<file path="src/common/egd_pkg.sv">
package egd_pkg;

  // register byte addresses
  localparam logic [11:0] group_status_base = 12'hE00;
  localparam logic [11:0] affinity_low_addr = 12'hFA8;
  localparam logic [11:0] affinity_high_addr = 12'hFAC;
  localparam logic [11:0] arch_identity_addr = 12'hFBC;
  localparam logic [11:0] record_count_addr = 12'hFC8;
  localparam logic [11:0] ident_word0_addr = 12'hFF0;
  localparam logic [11:0] ident_word1_addr = 12'hFF4;
  localparam logic [11:0] ident_word2_addr = 12'hFF8;
  localparam logic [11:0] ident_word3_addr = 12'hFFC;

  // component identification constants
  localparam logic [7:0] preamble_byte_zero = 8'h0D;
  localparam logic [3:0] ident_class_generic = 4'hF;
  localparam logic [3:0] preamble_nibble_one = 4'h0;
  localparam logic [7:0] preamble_byte_two = 8'h05;
  localparam logic [7:0] preamble_byte_three = 8'hB1;

  // affinity valid markers and bit positions
  localparam logic [7:0] affinity_field_valid = 8'h80;
  localparam logic [7:0] affinity_field_invalid = 8'h00;
  localparam int lowest_valid_pos = 31;
  localparam int uniproc_pos = 30;
  localparam int threads_pos = 24;

  // architecture identity field positions and fixed values
  localparam int arch_present_pos = 20;
  localparam logic [3:0] architecture_revision = 4'h0;
  localparam logic [3:0] architecture_version = 4'h0;

  // unmapped addresses read zero
  localparam logic [31:0] unmapped_read_value = 32'h0000_0000;

  // affinity layout selector
  typedef enum logic [1:0]
  {
    egd_layout_level0,
    egd_layout_level1,
    egd_layout_level2,
    egd_layout_level3
  } egd_layout_type;

  // avalon request bundle
  typedef struct packed
  {
    logic [11:0] address;
    logic read;
    logic write;
    logic [31:0] writedata;
    logic [3:0] byteenable;
  } egd_req_type;

  // avalon answer bundle
  typedef struct packed
  {
    logic [31:0] readdata;
    logic waitrequest;
  } egd_rsp_type;

endpackage : egd_pkg

</file>
<file path="src/logic/egd_regs.sv">
`timescale 1ns/1ps

module egd_regs #(
  parameter int num_records = 64, // implemented error records
  parameter int num_status_words = 1, // 64-record status words
  parameter bit ident_present = 1'b1, // identification scheme built
  parameter bit affinity_present = 1'b1, // group tied to processors
  parameter bit arch_present = 1'b1, // architecture fields built
  parameter logic [10:0] designer_code = 11'h155, // arbitrary value
  parameter logic [11:0] architecture_code = 12'h5A5 // arbitrary value
)
(
  input wire logic sys_clk,
  input wire logic rst_n,
  input wire egd_pkg::egd_req_type bus_req,
  output egd_pkg::egd_rsp_type bus_rsp,
  input wire logic [num_records-1:0] record_valid,
  input wire logic [1:0] affinity_layout,
  input wire logic [63:0] processor_affinity_source
);

  //////////////////////////////////////////////////////////////////////
  // affinity word assembly

  egd_pkg::egd_layout_type layout; // decoded layout selector
  logic [63:0] processor_affinity; // full 64-bit affinity view
  logic lowest_valid; // lowest level field usable
  assign layout = egd_pkg::egd_layout_type'(affinity_layout);

  // lowest field valid comes from the source copy
  assign lowest_valid = processor_affinity_source[egd_pkg::lowest_valid_pos];

  // marker bytes replace the affinity values per layout
  always_comb
  begin
    processor_affinity = 64'h0;
    if (affinity_present)
    begin
      // level3 value sits high, reserved stays zero
      processor_affinity[39:32] = processor_affinity_source[39:32];
      processor_affinity[31] = lowest_valid;
      // flags forced low when the lowest field is invalid
      processor_affinity[30] = lowest_valid &
        processor_affinity_source[egd_pkg::uniproc_pos];
      processor_affinity[24] = lowest_valid &
        processor_affinity_source[egd_pkg::threads_pos];
      processor_affinity[23:0] = processor_affinity_source[23:0];
      case (layout)
        egd_pkg::egd_layout_level0:
        begin
          // all three low bytes are plain values
          processor_affinity[7:0] = processor_affinity_source[7:0];
        end
        egd_pkg::egd_layout_level1:
        begin
          processor_affinity[7:0] = processor_affinity_source[7]
            ? egd_pkg::affinity_field_valid
            : egd_pkg::affinity_field_invalid;
        end
        egd_pkg::egd_layout_level2:
        begin
          processor_affinity[15:8] = processor_affinity_source[15]
            ? egd_pkg::affinity_field_valid
            : egd_pkg::affinity_field_invalid;
          processor_affinity[7:0] = processor_affinity_source[7]
            ? egd_pkg::affinity_field_valid
            : egd_pkg::affinity_field_invalid;
        end
        egd_pkg::egd_layout_level3:
        begin
          processor_affinity[23:16] = egd_pkg::affinity_field_valid;
          processor_affinity[15:8] = processor_affinity_source[15]
            ? egd_pkg::affinity_field_valid
            : egd_pkg::affinity_field_invalid;
          processor_affinity[7:0] = processor_affinity_source[7]
            ? egd_pkg::affinity_field_valid
            : egd_pkg::affinity_field_invalid;
        end
        default:
        begin
          processor_affinity = 64'h0;
        end
      endcase
    end
  end

  //////////////////////////////////////////////////////////////////////
  // fixed identity words

  logic [31:0] architecture_identity; // architecture word
  logic [31:0] record_count; // highest index plus one
  logic [31:0] ident_word [4]; // component identification words

  // absent architecture fields leave only zeros
  always_comb
  begin
    architecture_identity = 32'h0;
    if (arch_present)
    begin
      architecture_identity[31:21] = designer_code;
      architecture_identity[egd_pkg::arch_present_pos] = 1'b1;
      architecture_identity[19:16] =
        egd_pkg::architecture_revision;
      architecture_identity[15:12] =
        egd_pkg::architecture_version;
      architecture_identity[11:0] = architecture_code;
    end
  end

  assign record_count = {16'h0, 16'(num_records)};

  // identification words read zero when not built
  always_comb
  begin
    ident_word[0] = 32'h0;
    ident_word[1] = 32'h0;
    ident_word[2] = 32'h0;
    ident_word[3] = 32'h0;
    if (ident_present)
    begin
      ident_word[0] = {24'h0, egd_pkg::preamble_byte_zero};
      ident_word[1] = {24'h0, egd_pkg::ident_class_generic,
                       egd_pkg::preamble_nibble_one};
      ident_word[2] = {24'h0, egd_pkg::preamble_byte_two};
      ident_word[3] = {24'h0, egd_pkg::preamble_byte_three};
    end
  end

  //////////////////////////////////////////////////////////////////////
  // group status array

  localparam int status_bits = num_status_words * 64;
  logic [status_bits-1:0] status_flat; // zero-padded valid flags

  // records beyond the implemented count read zero
  always_comb
  begin
    status_flat = '0;
    for (int i = 0; i < num_records && i < status_bits; i++)
    begin
      status_flat[i] = record_valid[i];
    end
  end

  //////////////////////////////////////////////////////////////////////
  // read decode

  logic [31:0] next_readdata; // value for the addressed word
  logic [11:0] status_offset; // offset into the status array
  logic [8:0] status_half; // 32-bit half index into array
  assign status_offset = bus_req.address - egd_pkg::group_status_base;
  assign status_half = status_offset[10:2];

  // whole-word decode; byte lanes are not split on read
  always_comb
  begin
    next_readdata = egd_pkg::unmapped_read_value;
    if (bus_req.address >= egd_pkg::group_status_base &&
        int'(status_offset) < num_status_words * 8)
    begin
      // low half at +0, high half at +4 of each 8-byte word
      next_readdata = status_flat[32*status_half +: 32];
    end
    else
    begin
      case (bus_req.address)
        egd_pkg::affinity_low_addr:
          next_readdata = processor_affinity[31:0];
        egd_pkg::affinity_high_addr:
          next_readdata = processor_affinity[63:32];
        egd_pkg::arch_identity_addr:
          next_readdata = architecture_identity;
        egd_pkg::record_count_addr:
          next_readdata = record_count;
        egd_pkg::ident_word0_addr:
          next_readdata = ident_word[0];
        egd_pkg::ident_word1_addr:
          next_readdata = ident_word[1];
        egd_pkg::ident_word2_addr:
          next_readdata = ident_word[2];
        egd_pkg::ident_word3_addr:
          next_readdata = ident_word[3];
        default:
          next_readdata = egd_pkg::unmapped_read_value;
      endcase
    end
  end

  //////////////////////////////////////////////////////////////////////
  // avalon slave: one wait cycle so readdata comes from a flop

  logic ack; // answer phase of the current request
  logic [31:0] readdata; // registered read answer

  // ack rises one cycle after a request, then drops
  always_ff @(posedge sys_clk or negedge rst_n)
  begin
    if (!rst_n)
    begin
      ack <= 1'b0;
    end
    else
    begin
      // writes complete like reads but store nothing
      ack <= (bus_req.read | bus_req.write) & ~ack;
    end
  end

  // capture read data while the request waits
  always_ff @(posedge sys_clk or negedge rst_n)
  begin
    if (!rst_n)
    begin
      readdata <= 32'h0;
    end
    else if (bus_req.read && !ack)
    begin
      readdata <= next_readdata;
    end
  end

  assign bus_rsp.readdata = readdata;
  assign bus_rsp.waitrequest = (bus_req.read | bus_req.write) & ~ack;

  //////////////////////////////////////////////////////////////////////
  // checks

  a_ident_preamble: assert property (@(posedge sys_clk) disable iff (!rst_n)
    bus_req.read && !ack && bus_req.address == egd_pkg::ident_word0_addr
    |=> bus_rsp.readdata == (ident_present ? 32'h0000_000D : 32'h0))
    else $error("ident word0 wrong");

  a_ident_class: assert property (@(posedge sys_clk) disable iff (!rst_n)
    bus_req.read && !ack && bus_req.address == egd_pkg::ident_word1_addr
    |=> bus_rsp.readdata == (ident_present ? 32'h0000_00F0 : 32'h0))
    else $error("ident word1 wrong");

  a_ident_word3: assert property (@(posedge sys_clk) disable iff (!rst_n)
    bus_req.read && !ack && bus_req.address == egd_pkg::ident_word3_addr
    |=> bus_rsp.readdata == (ident_present ? 32'h0000_00B1 : 32'h0))
    else $error("ident word3 wrong");

  a_arch_present: assert property (@(posedge sys_clk) disable iff (!rst_n)
    bus_req.read && !ack && bus_req.address == egd_pkg::arch_identity_addr
    |=> bus_rsp.readdata[20] == arch_present &&
        bus_rsp.readdata[19:12] == 8'h00)
    else $error("architecture word wrong");

  a_count_value: assert property (@(posedge sys_clk) disable iff (!rst_n)
    bus_req.read && !ack && bus_req.address == egd_pkg::record_count_addr
    |=> bus_rsp.readdata == 32'(num_records))
    else $error("record count wrong");

  a_aff_reserved: assert property (@(posedge sys_clk) disable iff (!rst_n)
    processor_affinity[63:40] == 24'h0 &&
    processor_affinity[29:25] == 5'h0)
    else $error("affinity reserved bits set");

  a_aff_level3: assert property (@(posedge sys_clk) disable iff (!rst_n)
    affinity_present && layout == egd_pkg::egd_layout_level3
    |-> processor_affinity[23:16] == 8'h80)
    else $error("level3 marker wrong");

  a_status_mirror: assert property (@(posedge sys_clk) disable iff (!rst_n)
    bus_req.read && !ack && bus_req.address == egd_pkg::group_status_base
    |=> bus_rsp.readdata[0] == $past(record_valid[0]))
    else $error("status bit mismatch");

  a_wait_once: assert property (@(posedge sys_clk) disable iff (!rst_n)
    (bus_req.read | bus_req.write) && !ack
    |-> bus_rsp.waitrequest ##1 !bus_rsp.waitrequest)
    else $error("answer not one cycle later");

  c_read_ident: cover property (@(posedge sys_clk) disable iff (!rst_n)
    bus_req.read && ack && bus_req.address == egd_pkg::ident_word0_addr);
  c_read_status: cover property (@(posedge sys_clk) disable iff (!rst_n)
    bus_req.read && ack && bus_req.address == egd_pkg::group_status_base);
  c_write_ignored: cover property (@(posedge sys_clk) disable iff (!rst_n)
    bus_req.write && ack);

endmodule : egd_regs

</file>
<file path="config.mk">
export PLATFORM = sky130hd
export DESIGN_NAME = egd_regs
export DESIGN_NICKNAME = d
export VERILOG_FILES = /design/src/common/egd_pkg.sv /design/src/logic/egd_regs.sv
export SDC_FILE = /design/constraint.sdc
export NUM_CORES = 1
export LEC_CHECK = 0
export BUFFER_PORTS_ARGS = -buffer_cell sky130_fd_sc_hd__buf_4
export CAP_MARGIN = 15
export CORE_ASPECT_RATIO = 0.8
export CORE_MARGIN = 10
export CORE_UTILIZATION = 30
export DETAILED_ROUTE_END_ITERATION = 12
export MAX_ROUTING_LAYER = met4
export PLACE_DENSITY = 0.66
export SYNTH_ARGS = -nofsm -noshare
export SYNTH_HDL_FRONTEND = slang
export SYNTH_SLANG_ARGS = --single-unit
</file>
<file path="constraint.sdc">
create_clock -name sys_clk -period 1.8 [get_ports sys_clk]
set_input_delay 0 -clock sys_clk [delete_from_list [all_inputs] [get_ports sys_clk]]
set_output_delay 0 -clock sys_clk [all_outputs]
set_load 0.005 [all_outputs]
</file>
==> results of run 1 <==
final cells by class:
cell class	count	area (um^2)	area share [%]
flip-flops and latches	33	826	20.8
clock buffers	6	72.6	1.83
multi-input cells	199	1490	37.5
repair buffers	181	1420	35.7
well taps	108	135	3.41
inverters	5	18.8	0.473
clock inverters	2	10.0	0.253
worst min path at each step:
stage,slack (ns),start,endpoint
after floorplan,-0.30,rst_n,ack
after global placement,-0.02,rst_n,readdata[13]
after detailed placement,-0.02,rst_n,readdata[13]
after CTS,0.01,processor_affinity_source[33],readdata[1]
after global routing,0.02,processor_affinity_source[8],readdata[8]
final,0.02,processor_affinity_source[33],readdata[1]
through the flow:
stage / utilization (%) / total power [uW] / hold slack [ns] / instances
after floorplan: - / 978 / -0.296 / 260
after global placement: 46.9 / 1270 / -0.0215 / 508
after detailed placement: 46.9 / 1290 / -0.0203 / 508
after CTS: 50.3 / 1870 / 0.0128 / 534
after global routing: 50.3 / 1960 / 0.0245 / 534
final: 50.3 / 1850 / 0.0204 / 534
registers in the layout, summed over array words and instances (netlist names):
| name | cells |
|---|---|
| ack | 1 |
| readdata | 32 |
routing by layer:
layer	vias up	wire length, um
li1	1326	-
met1	1252	4430
met2	112	4680
met3	4	847
met4	0	43
met5	-	0
critical path, delay by kind of cell, from the launching register on:
kind,cells,cell delay (ns)
AND/OR/NAND/NOR,2,0.50
AO/OA/AOI/OAI,2,0.30
buffers and inverters,2,0.32
flip-flops,1,0.41
repair_timing:
item	CTS	global route
hold buffers	18	0
endpoints found under the setup margin	0	1
gates resized for setup	0	1
hold endpoints to repair	49	0
cells by family (layout without fill, tap and decap cells):
kind of cell	Yosys count	count (layout)	share of synthesized area [%]
compound gates	81	81	25.5
fa+ha+maj	1	1	0.517
buf+inv	28	194	5.07
flops	33	33	34.1
mux	33	33	14.1
simple gates	84	84	20.7
where the power goes:
group / total, uW / internal (uW) / switching [uW]
Combinational: 528 / 302 / 227
Clock: 543 / 268 / 275
Sequential: 777 / 764 / 13.4
cell usage in the layout, fill, tap and decap left out, types with 6 or more instances in the layout:
master / count
a21o_1: 6
a21oi_1: 10
a221o_1: 6
buf_4: 162
dfrtp_1: 33
dlygate4sd3_1: 18
mux2_2: 9
mux2i_1: 24
nand2_1: 29
nor2_1: 12
nor3_1: 9
o21ai_1: 9
o31ai_1: 12
==> results.json, run 1 <==
{
  "met1_usage_pct": 20.0,
  "grt_use_total_pct": 16.1,
  "cts_tree": "yes",
  "worstHoldPathCells": 3,
  "ys.flop_type": "dfrtp_1",
  "path_common_cell": "buf_4",
  "synth_top_area_cell": "dfrtp_1",
  "drv_cap": 0,
  "ys_seq_area_share_pct": 34.1,
  "critPathSlowestCell": "dfrtp_1",
  "num_rows": 29,
  "busiest_layer": "met2",
  "synth_area_leaders": "dfrtp_1, mux2i_1, nand2_1, mux2_2, o31ai_1",
  "grt_use_met3_pct": 4.54,
  "dieArea_um2": 12100,
  "cts.root.buffer_cell": "clkbuf_8",
  "die_y_um": 100,
  "p_per_area_nw_per_um2": 466,
  "area_growth_pct": 63.9,
  "synth_top_area_share_pct": 34.1,
  "yosysMostFrequentCell": "dfrtp_1",
  "antenna_found_initial": 0,
  "dr.pass1.iters": 4,
  "synth_edf_count": 0,
  "nFillCells": 757,
  "cts_inserted_buffers": 5,
  "nNetsFinal": 608,
  "die_w_um": 120,
  "io_pins": 215,
  "final_antenna_net_count": 0,
  "grt_overflow_total": 0,
  "path_cells": "nand2b_2 -> nor4_1 -> buf_4 -> o21a_1 -> buf_4 -> a41o_1",
  "grt_max_degree": 44,
  "grtUsageMet2_pct": 26.2,
  "viasPerCell": 5.04,
  "clock_path_buffers": 2,
  "post-cts-setup-buffer-count": 0,
  "ir_drop_mv": 0.288,
  "fin_area_um2": 3960,
  "postSynthCellCount": 260,
  "async_flop_share_pct": 100,
  "syn_area_per_cell_um2": 9.30,
  "path_clk_slew_ns": 0.07,
  "reg2reg_to": "readdata[24]",
  "r2r-start": "ack",
  "critPathLaunch": "ack",
  "endpoint_kind": "flip-flop",
  "wl_per_cell_um": 18.7,
  "grt_pass1_vias": 2928,
  "rrSetupSlack_ns": 0.22,
  "path_class": "flip-flop to flip-flop",
  "hold_path.class": "primary input to flip-flop",
  "p_leak_uw": 0.00194,
  "grt_pass1_wl_um": 15400,
  "tightest_slew_ns": 0.518,
  "post-dp-hpwl_um": 7790,
  "place_area_um2": 3690,
  "max_stage_delay_ns": 0.41,
  "critPathMaxFanout": 6,
  "rr_worst_depth": 6,
  "diodes": 0,
  "slew_headroom_pct": 65.2,
  "crit_path_end": "readdata[24]",
  "wirelength_um": 10000,
  "max_freq_mhz": 632,
  "initial_core_util_pct": 30.7,
  "pre_cts_ws_ns": 0.0406,
  "ys_seq_elements": 33,
  "core-area_um2": 7870,
  "maxSlewViolCount": 0,
  "htree_levels": 2,
  "worstSetupStartpointType": "flip-flop",
  "globalplace.congestion": 0.894,
  "period_needed_ns": 1.58,
  "drc": 0,
  "port_buffers": 149,
  "timing.final.ws_setup_ns": 0.219,
  "syn_area_um2": 2420,
  "final-hold-violation-count": 0,
  "crit_arrival_ns": 1.80,
  "outcome": "complete, no violations",
  "yosysUniqueCellTypes": 56,
  "yosys_warnings": 0,
  "via_count": 2694,
  "clock_sinks": 33,
  "syn_nets": 443,
  "crit_required_ns": 2.02,
  "rsz0062_at_grt": "no",
  "skew_ns": 0.00532,
  "clk_latency_ns": 0.28,
  "finalSetupTns_ns": 0,
  "ys_top_cells_by_count": "dfrtp_1, nand2_1, mux2i_1",
  "drt_iter0_markers": 139,
  "fin_crit_sh_pct": 87.9,
  "drive_gt1_share_pct": 44.8,
  "setup_viol_count_final": 0
}
Note: power is estimated with default switching activity, not from simulation.
==> run 2, diff against run 1 <==
Settings changed: CORE_UTILIZATION 30 to 35, PLACE_DENSITY 0.66 to 0.76, RECOVER_POWER set to 50.
==> run 2 against run 1 <==
Register-to-register slack got worse by 0.02 ns. Combinational power decreased by 3%. Critical endpoint is now readdata[23]. Clock power rose by 12%. Critical path type unchanged. Via count rose by 0.26%. Largest power group unchanged. Largest cell class unchanged. Sequential power is essentially flat. Worst setup slack got worse by 0.017 ns. Maximum frequency decreased by 1.1%. Critical path depth fell by 2. Non-clock buffer count decreased by 3.
==> results.json, run 2 (synthesis results as in run 1) <==
{
  "grt_max_degree": 44,
  "area_growth_pct": 62.0,
  "nFillCells": 618,
  "via_count": 2701,
  "crit_required_ns": 1.99,
  "post-dp-hpwl_um": 7400,
  "wl_per_cell_um": 18.4,
  "critPathMaxFanout": 5,
  "rrSetupSlack_ns": 0.20,
  "critPathLaunch": "ack",
  "clk_latency_ns": 0.28,
  "wirelength_um": 9370,
  "drc": 0,
  "fin_area_um2": 3920,
  "met1_length_um": 4080,
  "hold_path.class": "primary input to flip-flop",
  "worstSetupStartpointType": "flip-flop",
  "maxSlewViolCount": 0,
  "dieArea_um2": 10700,
  "dr_wl_met3_um": 790,
  "io_pins": 215,
  "max_freq_mhz": 626,
  "globalplace.congestion": 0.936,
  "grt_use_total_pct": 17.0,
  "setup_viol_count_final": 0,
  "timing.final.ws_setup_ns": 0.202,
  "r2r-start": "ack",
  "largest_register": "readdata",
  "regArea_um2": 826,
  "htree_levels": 2,
  "fin_crit_sh_pct": 88.8,
  "p_per_area_nw_per_um2": 485,
  "final-hold-violation-count": 0,
  "slew_headroom_pct": 45.0,
  "rsz0062_at_grt": "no",
  "clock_path_buffers": 2,
  "reg_top3": "readdata (32), ack (1)",
  "cts.root.buffer_cell": "clkbuf_8",
  "reg2reg_to": "readdata[23]",
  "num_rows": 27,
  "whs_ns": 0.00522,
  "diodes": 0,
  "nNetsFinal": 605,
  "final_antenna_net_count": 0,
  "initial_core_util_pct": 35.6,
  "die_y_um": 94.4,
  "cts_tree": "yes",
  "core-area_um2": 6790,
  "ir_drop_mv": 0.279,
  "switching_share_pct": 26.2,
  "drv_cap": 0,
  "tightest_slew_ns": 0.825,
  "met2_length_um": 4400,
  "path_clk_slew_ns": 0.07,
  "p_leak_uw": 0.00191,
  "finalSetupTns_ns": 0,
  "antenna_found_initial": 0,
  "most-common-layout-cells": "buf_4, dfrtp_1, nand2_1",
  "post-route-util_pct": 57.7,
  "grt_pass1_wl_um": 14500,
  "rr_worst_depth": 4,
  "top_layer": "met4",
  "layout_commonest_cell": "buf_4",
  "p_comb_share_pct": 27.0,
  "cts_inserted_buffers": 5,
  "viasPerCell": 5.30,
  "multi_input_area_um2": 1490,
  "outcome": "complete, no violations",
  "port_buffers": 149,
  "p_switching_uw": 498,
  "crit_path_end": "readdata[23]",
  "crit_arrival_ns": 1.79,
  "dr.pass1.iters": 4,
  "drive_gt1_share_pct": 44.2,
  "drt_iter0_markers": 151,
  "path_class": "flip-flop to flip-flop",
  "place_area_um2": 3680,
  "power_frac_seq_pct": 40.9,
  "pre_cts_ws_ns": 0.0601,
  "skew_ns": 0.00466,
  "internal_power_uw": 1400,
  "grt_overflow_total": 0,
  "largest_reg_flops": 32,
  "clockPowerShare_pct": 32.1,
  "endpoint_kind": "flip-flop",
  "die_w_um": 113,
  "period_needed_ns": 1.60,
  "grt_pass1_vias": 2886,
  "clock_sinks": 33
}
[run 2: layout make-up]
type | count | share of cell area (%)
repair buffers | 178 | 35.2
clock inverters | 1 | 0.128
multi-input cells | 199 | 37.9
flip-flops and latches | 33 | 21.1
well taps | 87 | 2.78
inverters | 5 | 0.479
clock buffers | 7 | 2.46
[run 2: how the worst min path moves through the flow]
stage	depth (start not counted)	end	slack (ns)	from
after floorplan	0	ack	-0.30	rst_n
after global placement	1	readdata[12]	-0.03	rst_n
after detailed placement	1	readdata[12]	-0.03	rst_n
after CTS	3	readdata[20]	0.001	processor_affinity_source[20]
after global routing	3	readdata[20]	0.01	processor_affinity_source[20]
final	3	readdata[1]	0.005	processor_affinity_source[1]
[run 2: critical path: stages (launching register included)]
cell and delay [ns]:
dfrtp_1 0.41, nand3b_1 0.17, a221oi_1 0.40, o21ai_1 0.29, o211ai_1 0.24
[run 2: per-stage QoR]
stage	std cells	total power, uW
after floorplan	260	978
after global placement	487	1270
after detailed placement	487	1280
after CTS	510	1920
after global routing	510	2000
final	510	1900
[run 2: power groups by stage]
stage	Combinational [uW]	Clock (uW)	Sequential, uW
finish	514	610	778
global route	557	659	779
CTS	519	624	778
detailed placement	490	0	791
global placement	482	0	790
floorplan	187	0	792
[run 2: metal layers]
layer	vias to the layer above	track usage (%)
li1	1320	-
met1	1252	20.5
met2	120	27.3
met3	9	5.83
met4	0	3.38
met5	-	-
[run 2: repair_timing]
item | in CTS | in global routing
setup endpoints to repair | 0 | 1
hold buffers | 15 | 0
setup buffers | 0 | 0
hold endpoints to repair | 46 | 0
gates resized for setup | 0 | 1
==> run 3, diff against run 2 <==
Settings changed: ABC_AREA set to 1, PLACE_DENSITY 0.76 to 0.75.
==> run 3 against run 2 <==
Sequential power increased by 3.0%. Routed wire length grew 6.9%. Combinational power is 6.4% higher. Maximum frequency is 10% higher. Largest power group unchanged. Synthesized cell count is 53% higher.
==> results.json, run 3 <==
{
  "hold_path.class": "primary input to flip-flop",
  "layout_commonest_cell": "buf_4",
  "async_flop_share_pct": 100,
  "wl_per_cell_um": 15.6,
  "ys.flop_type": "dfrtp_1",
  "grt_pass1_vias": 3130,
  "nNetsFinal": 737,
  "core-area_um2": 6890,
  "path_clk_slew_ns": 0.07,
  "maxSlewViolCount": 0,
  "yosys_warnings": 0,
  "crit_arrival_ns": 1.45,
  "synth_area_leaders": "dfrtp_1, nand2_1, nor2_1, nand3_1, nand4_1",
  "yosysMostFrequentCell": "nand2_1",
  "yosysUniqueCellTypes": 29,
  "clock_path_buffers": 2,
  "area_growth_pct": 54.8,
  "post-dp-hpwl_um": 7840,
  "final-hold-violation-count": 0,
  "grt_overflow_total": 0,
  "syn_area_per_cell_um2": 6.26,
  "drc": 0,
  "wirelength_um": 10000,
  "r2r-start": "ack",
  "max_freq_mhz": 689,
  "diodes": 0,
  "grt_max_degree": 38,
  "dr.pass1.iters": 4,
  "postSynthCellCount": 398,
  "skew_ns": 0.00795,
  "syn_nets": 581,
  "reg_top3": "readdata (32), ack (1)",
  "io_pins": 215,
  "drt_iter0_markers": 180,
  "dieArea_um2": 10900,
  "path_class": "primary input to output port",
  "globalplace.congestion": 0.919,
  "slew_headroom_pct": 42.3,
  "syn_area_um2": 2490,
  "setup_viol_count_final": 0,
  "die_w_um": 114,
  "tightest_slew_ns": 0.865,
  "fin_crit_sh_pct": 80.6,
  "ys_seq_elements": 33,
  "endpoint_kind": "output port",
  "ir_drop_mv": 0.349,
  "die_y_um": 95.4,
  "critPathLaunch": "bus_req[36]",
  "rsz0062_at_grt": "no",
  "final_antenna_net_count": 0,
  "most-common-layout-cells": "buf_4, nand2_1, nor2_1",
  "port_buffers": 149,
  "clk_latency_ns": 0.29,
  "p_per_area_nw_per_um2": 542,
  "worstSetupStartpointType": "primary input",
  "period_needed_ns": 1.45,
  "cts_inserted_buffers": 5,
  "largest_reg_flops": 32,
  "drv_cap": 0,
  "viasPerCell": 4.81,
  "drive_gt1_share_pct": 32.1,
  "via_count": 3086,
  "p_leak_uw": 0.00210,
  "fin_total_pwr_uw": 2090,
  "synth_edf_count": 0,
  "htree_levels": 2,
  "num_rows": 27,
  "initial_core_util_pct": 36.1,
  "antenna_found_initial": 0,
  "cts.root.buffer_cell": "clkbuf_8",
  "synth_top_area_cell": "dfrtp_1",
  "synth_top_area_share_pct": 33.2,
  "grt_use_total_pct": 17.9,
  "largest_register": "readdata",
  "crit_required_ns": 1.80,
  "hp-start": "processor_affinity_source[16]",
  "grt_pass1_wl_um": 15400,
  "finalSetupTns_ns": 0,
  "clock_sinks": 33,
  "ys_seq_area_share_pct": 33.2,
  "critPathMaxFanout": 2,
  "cts_tree": "yes",
  "ys_top_cells_by_count": "nand2_1, nor2_1, nand3_1",
  "outcome": "complete, no violations"
}
run 3: cell count changes after synthesis, sizes merged, moves of 5 or more:
cell	delta
a221o	-6
a211oi	-5
nor3	-7
o31ai	-12
nor4	-7
nand2	+95
nand3	+34
nand4	+16
mux2	-9
a21o	-6
nor2	+105
inv	+24
mux2i	-21
run 3: logic make-up (layout without fill, tap and decap cells):
kind of cell / count (synthesis) / after routing / synth area share [%]
buffers and inverters: 47 / 204 / 8.64
AOI/OAI and AO/OA: 14 / 14 / 3.42
DFF: 33 / 33 / 33.2
and+or+nand+nor: 300 / 300 / 53.1
muxes: 3 / 3 / 1.21
adders and majority gates: 1 / 1 / 0.502
run 3: final timing paths:
kind / slack (ns) / endpoint / depth (start not counted)
worst max register to register: 0.44 / readdata[28] / 6
worst max-delay path: 0.35 / bus_rsp[0] / 6
min in group asynchronous: 0.36 / readdata[17] / 2
worst min register to register: 0.48 / ack / 1
max in group asynchronous: 0.90 / readdata[23] / 2
worst min-delay path: 0.01 / readdata[16] / 3
run 3: metal layers:
layer / part of all wire, % / track usage [%] / vias up
li1: - / - / 1560
met1: 44 / 21.6 / 1424
met2: 50 / 30.4 / 93
met3: 5.5 / 4.02 / 9
met4: 0.68 / 2.71 / 0
met5: 0 / - / -
run 3: where the power goes:
group	leakage (uW)	switching (uW)	internal, uW
clock network	0.0000585	289	452
registers	0.000442	21.7	779
logic	0.00160	261	286
run 3: critical path, cell delays in order:
cell and delay [ns]:
dlygate4sd3_1 0.53, buf_4 0.13, nor2_1 0.06, dlygate4sd3_1 0.55, nor2_1 0.05, buf_4 0.13
run 3: cell type report:
type | count | area (um^2)
timing repair buffer | 166 | 1240
tap | 87 | 109
clock inverter | 1 | 30.0
sequential | 33 | 826
clock buffer | 7 | 86.3
fill | 707 | 3040
inverter | 30 | 114
multi-input combinational | 318 | 1450
run 3: through the flow:
step | hold slack (ns) | cell area, um^2 | instances | setup slack, ns | utilization (%)
after floorplan | -0.296 | 2490 | 398 | 0.575 | -
after global placement | -0.0215 | 3660 | 623 | 0.377 | 53.2
after detailed placement | -0.0171 | 3660 | 623 | 0.303 | 53.2
after CTS | 0.000766 | 3880 | 641 | 0.347 | 56.3
after global routing | 0.0140 | 3850 | 642 | 0.270 | 55.9
final | 0.00965 | 3850 | 642 | 0.348 | 55.9
run 3: repair_timing:
| item | in CTS | in global routing |
|---|---|---|
| buffers inserted | 0 | 0 |
| hold buffers | 10 | 1 |
| gates resized for setup | 0 | 0 |
| endpoints found under the hold margin | 41 | 1 |
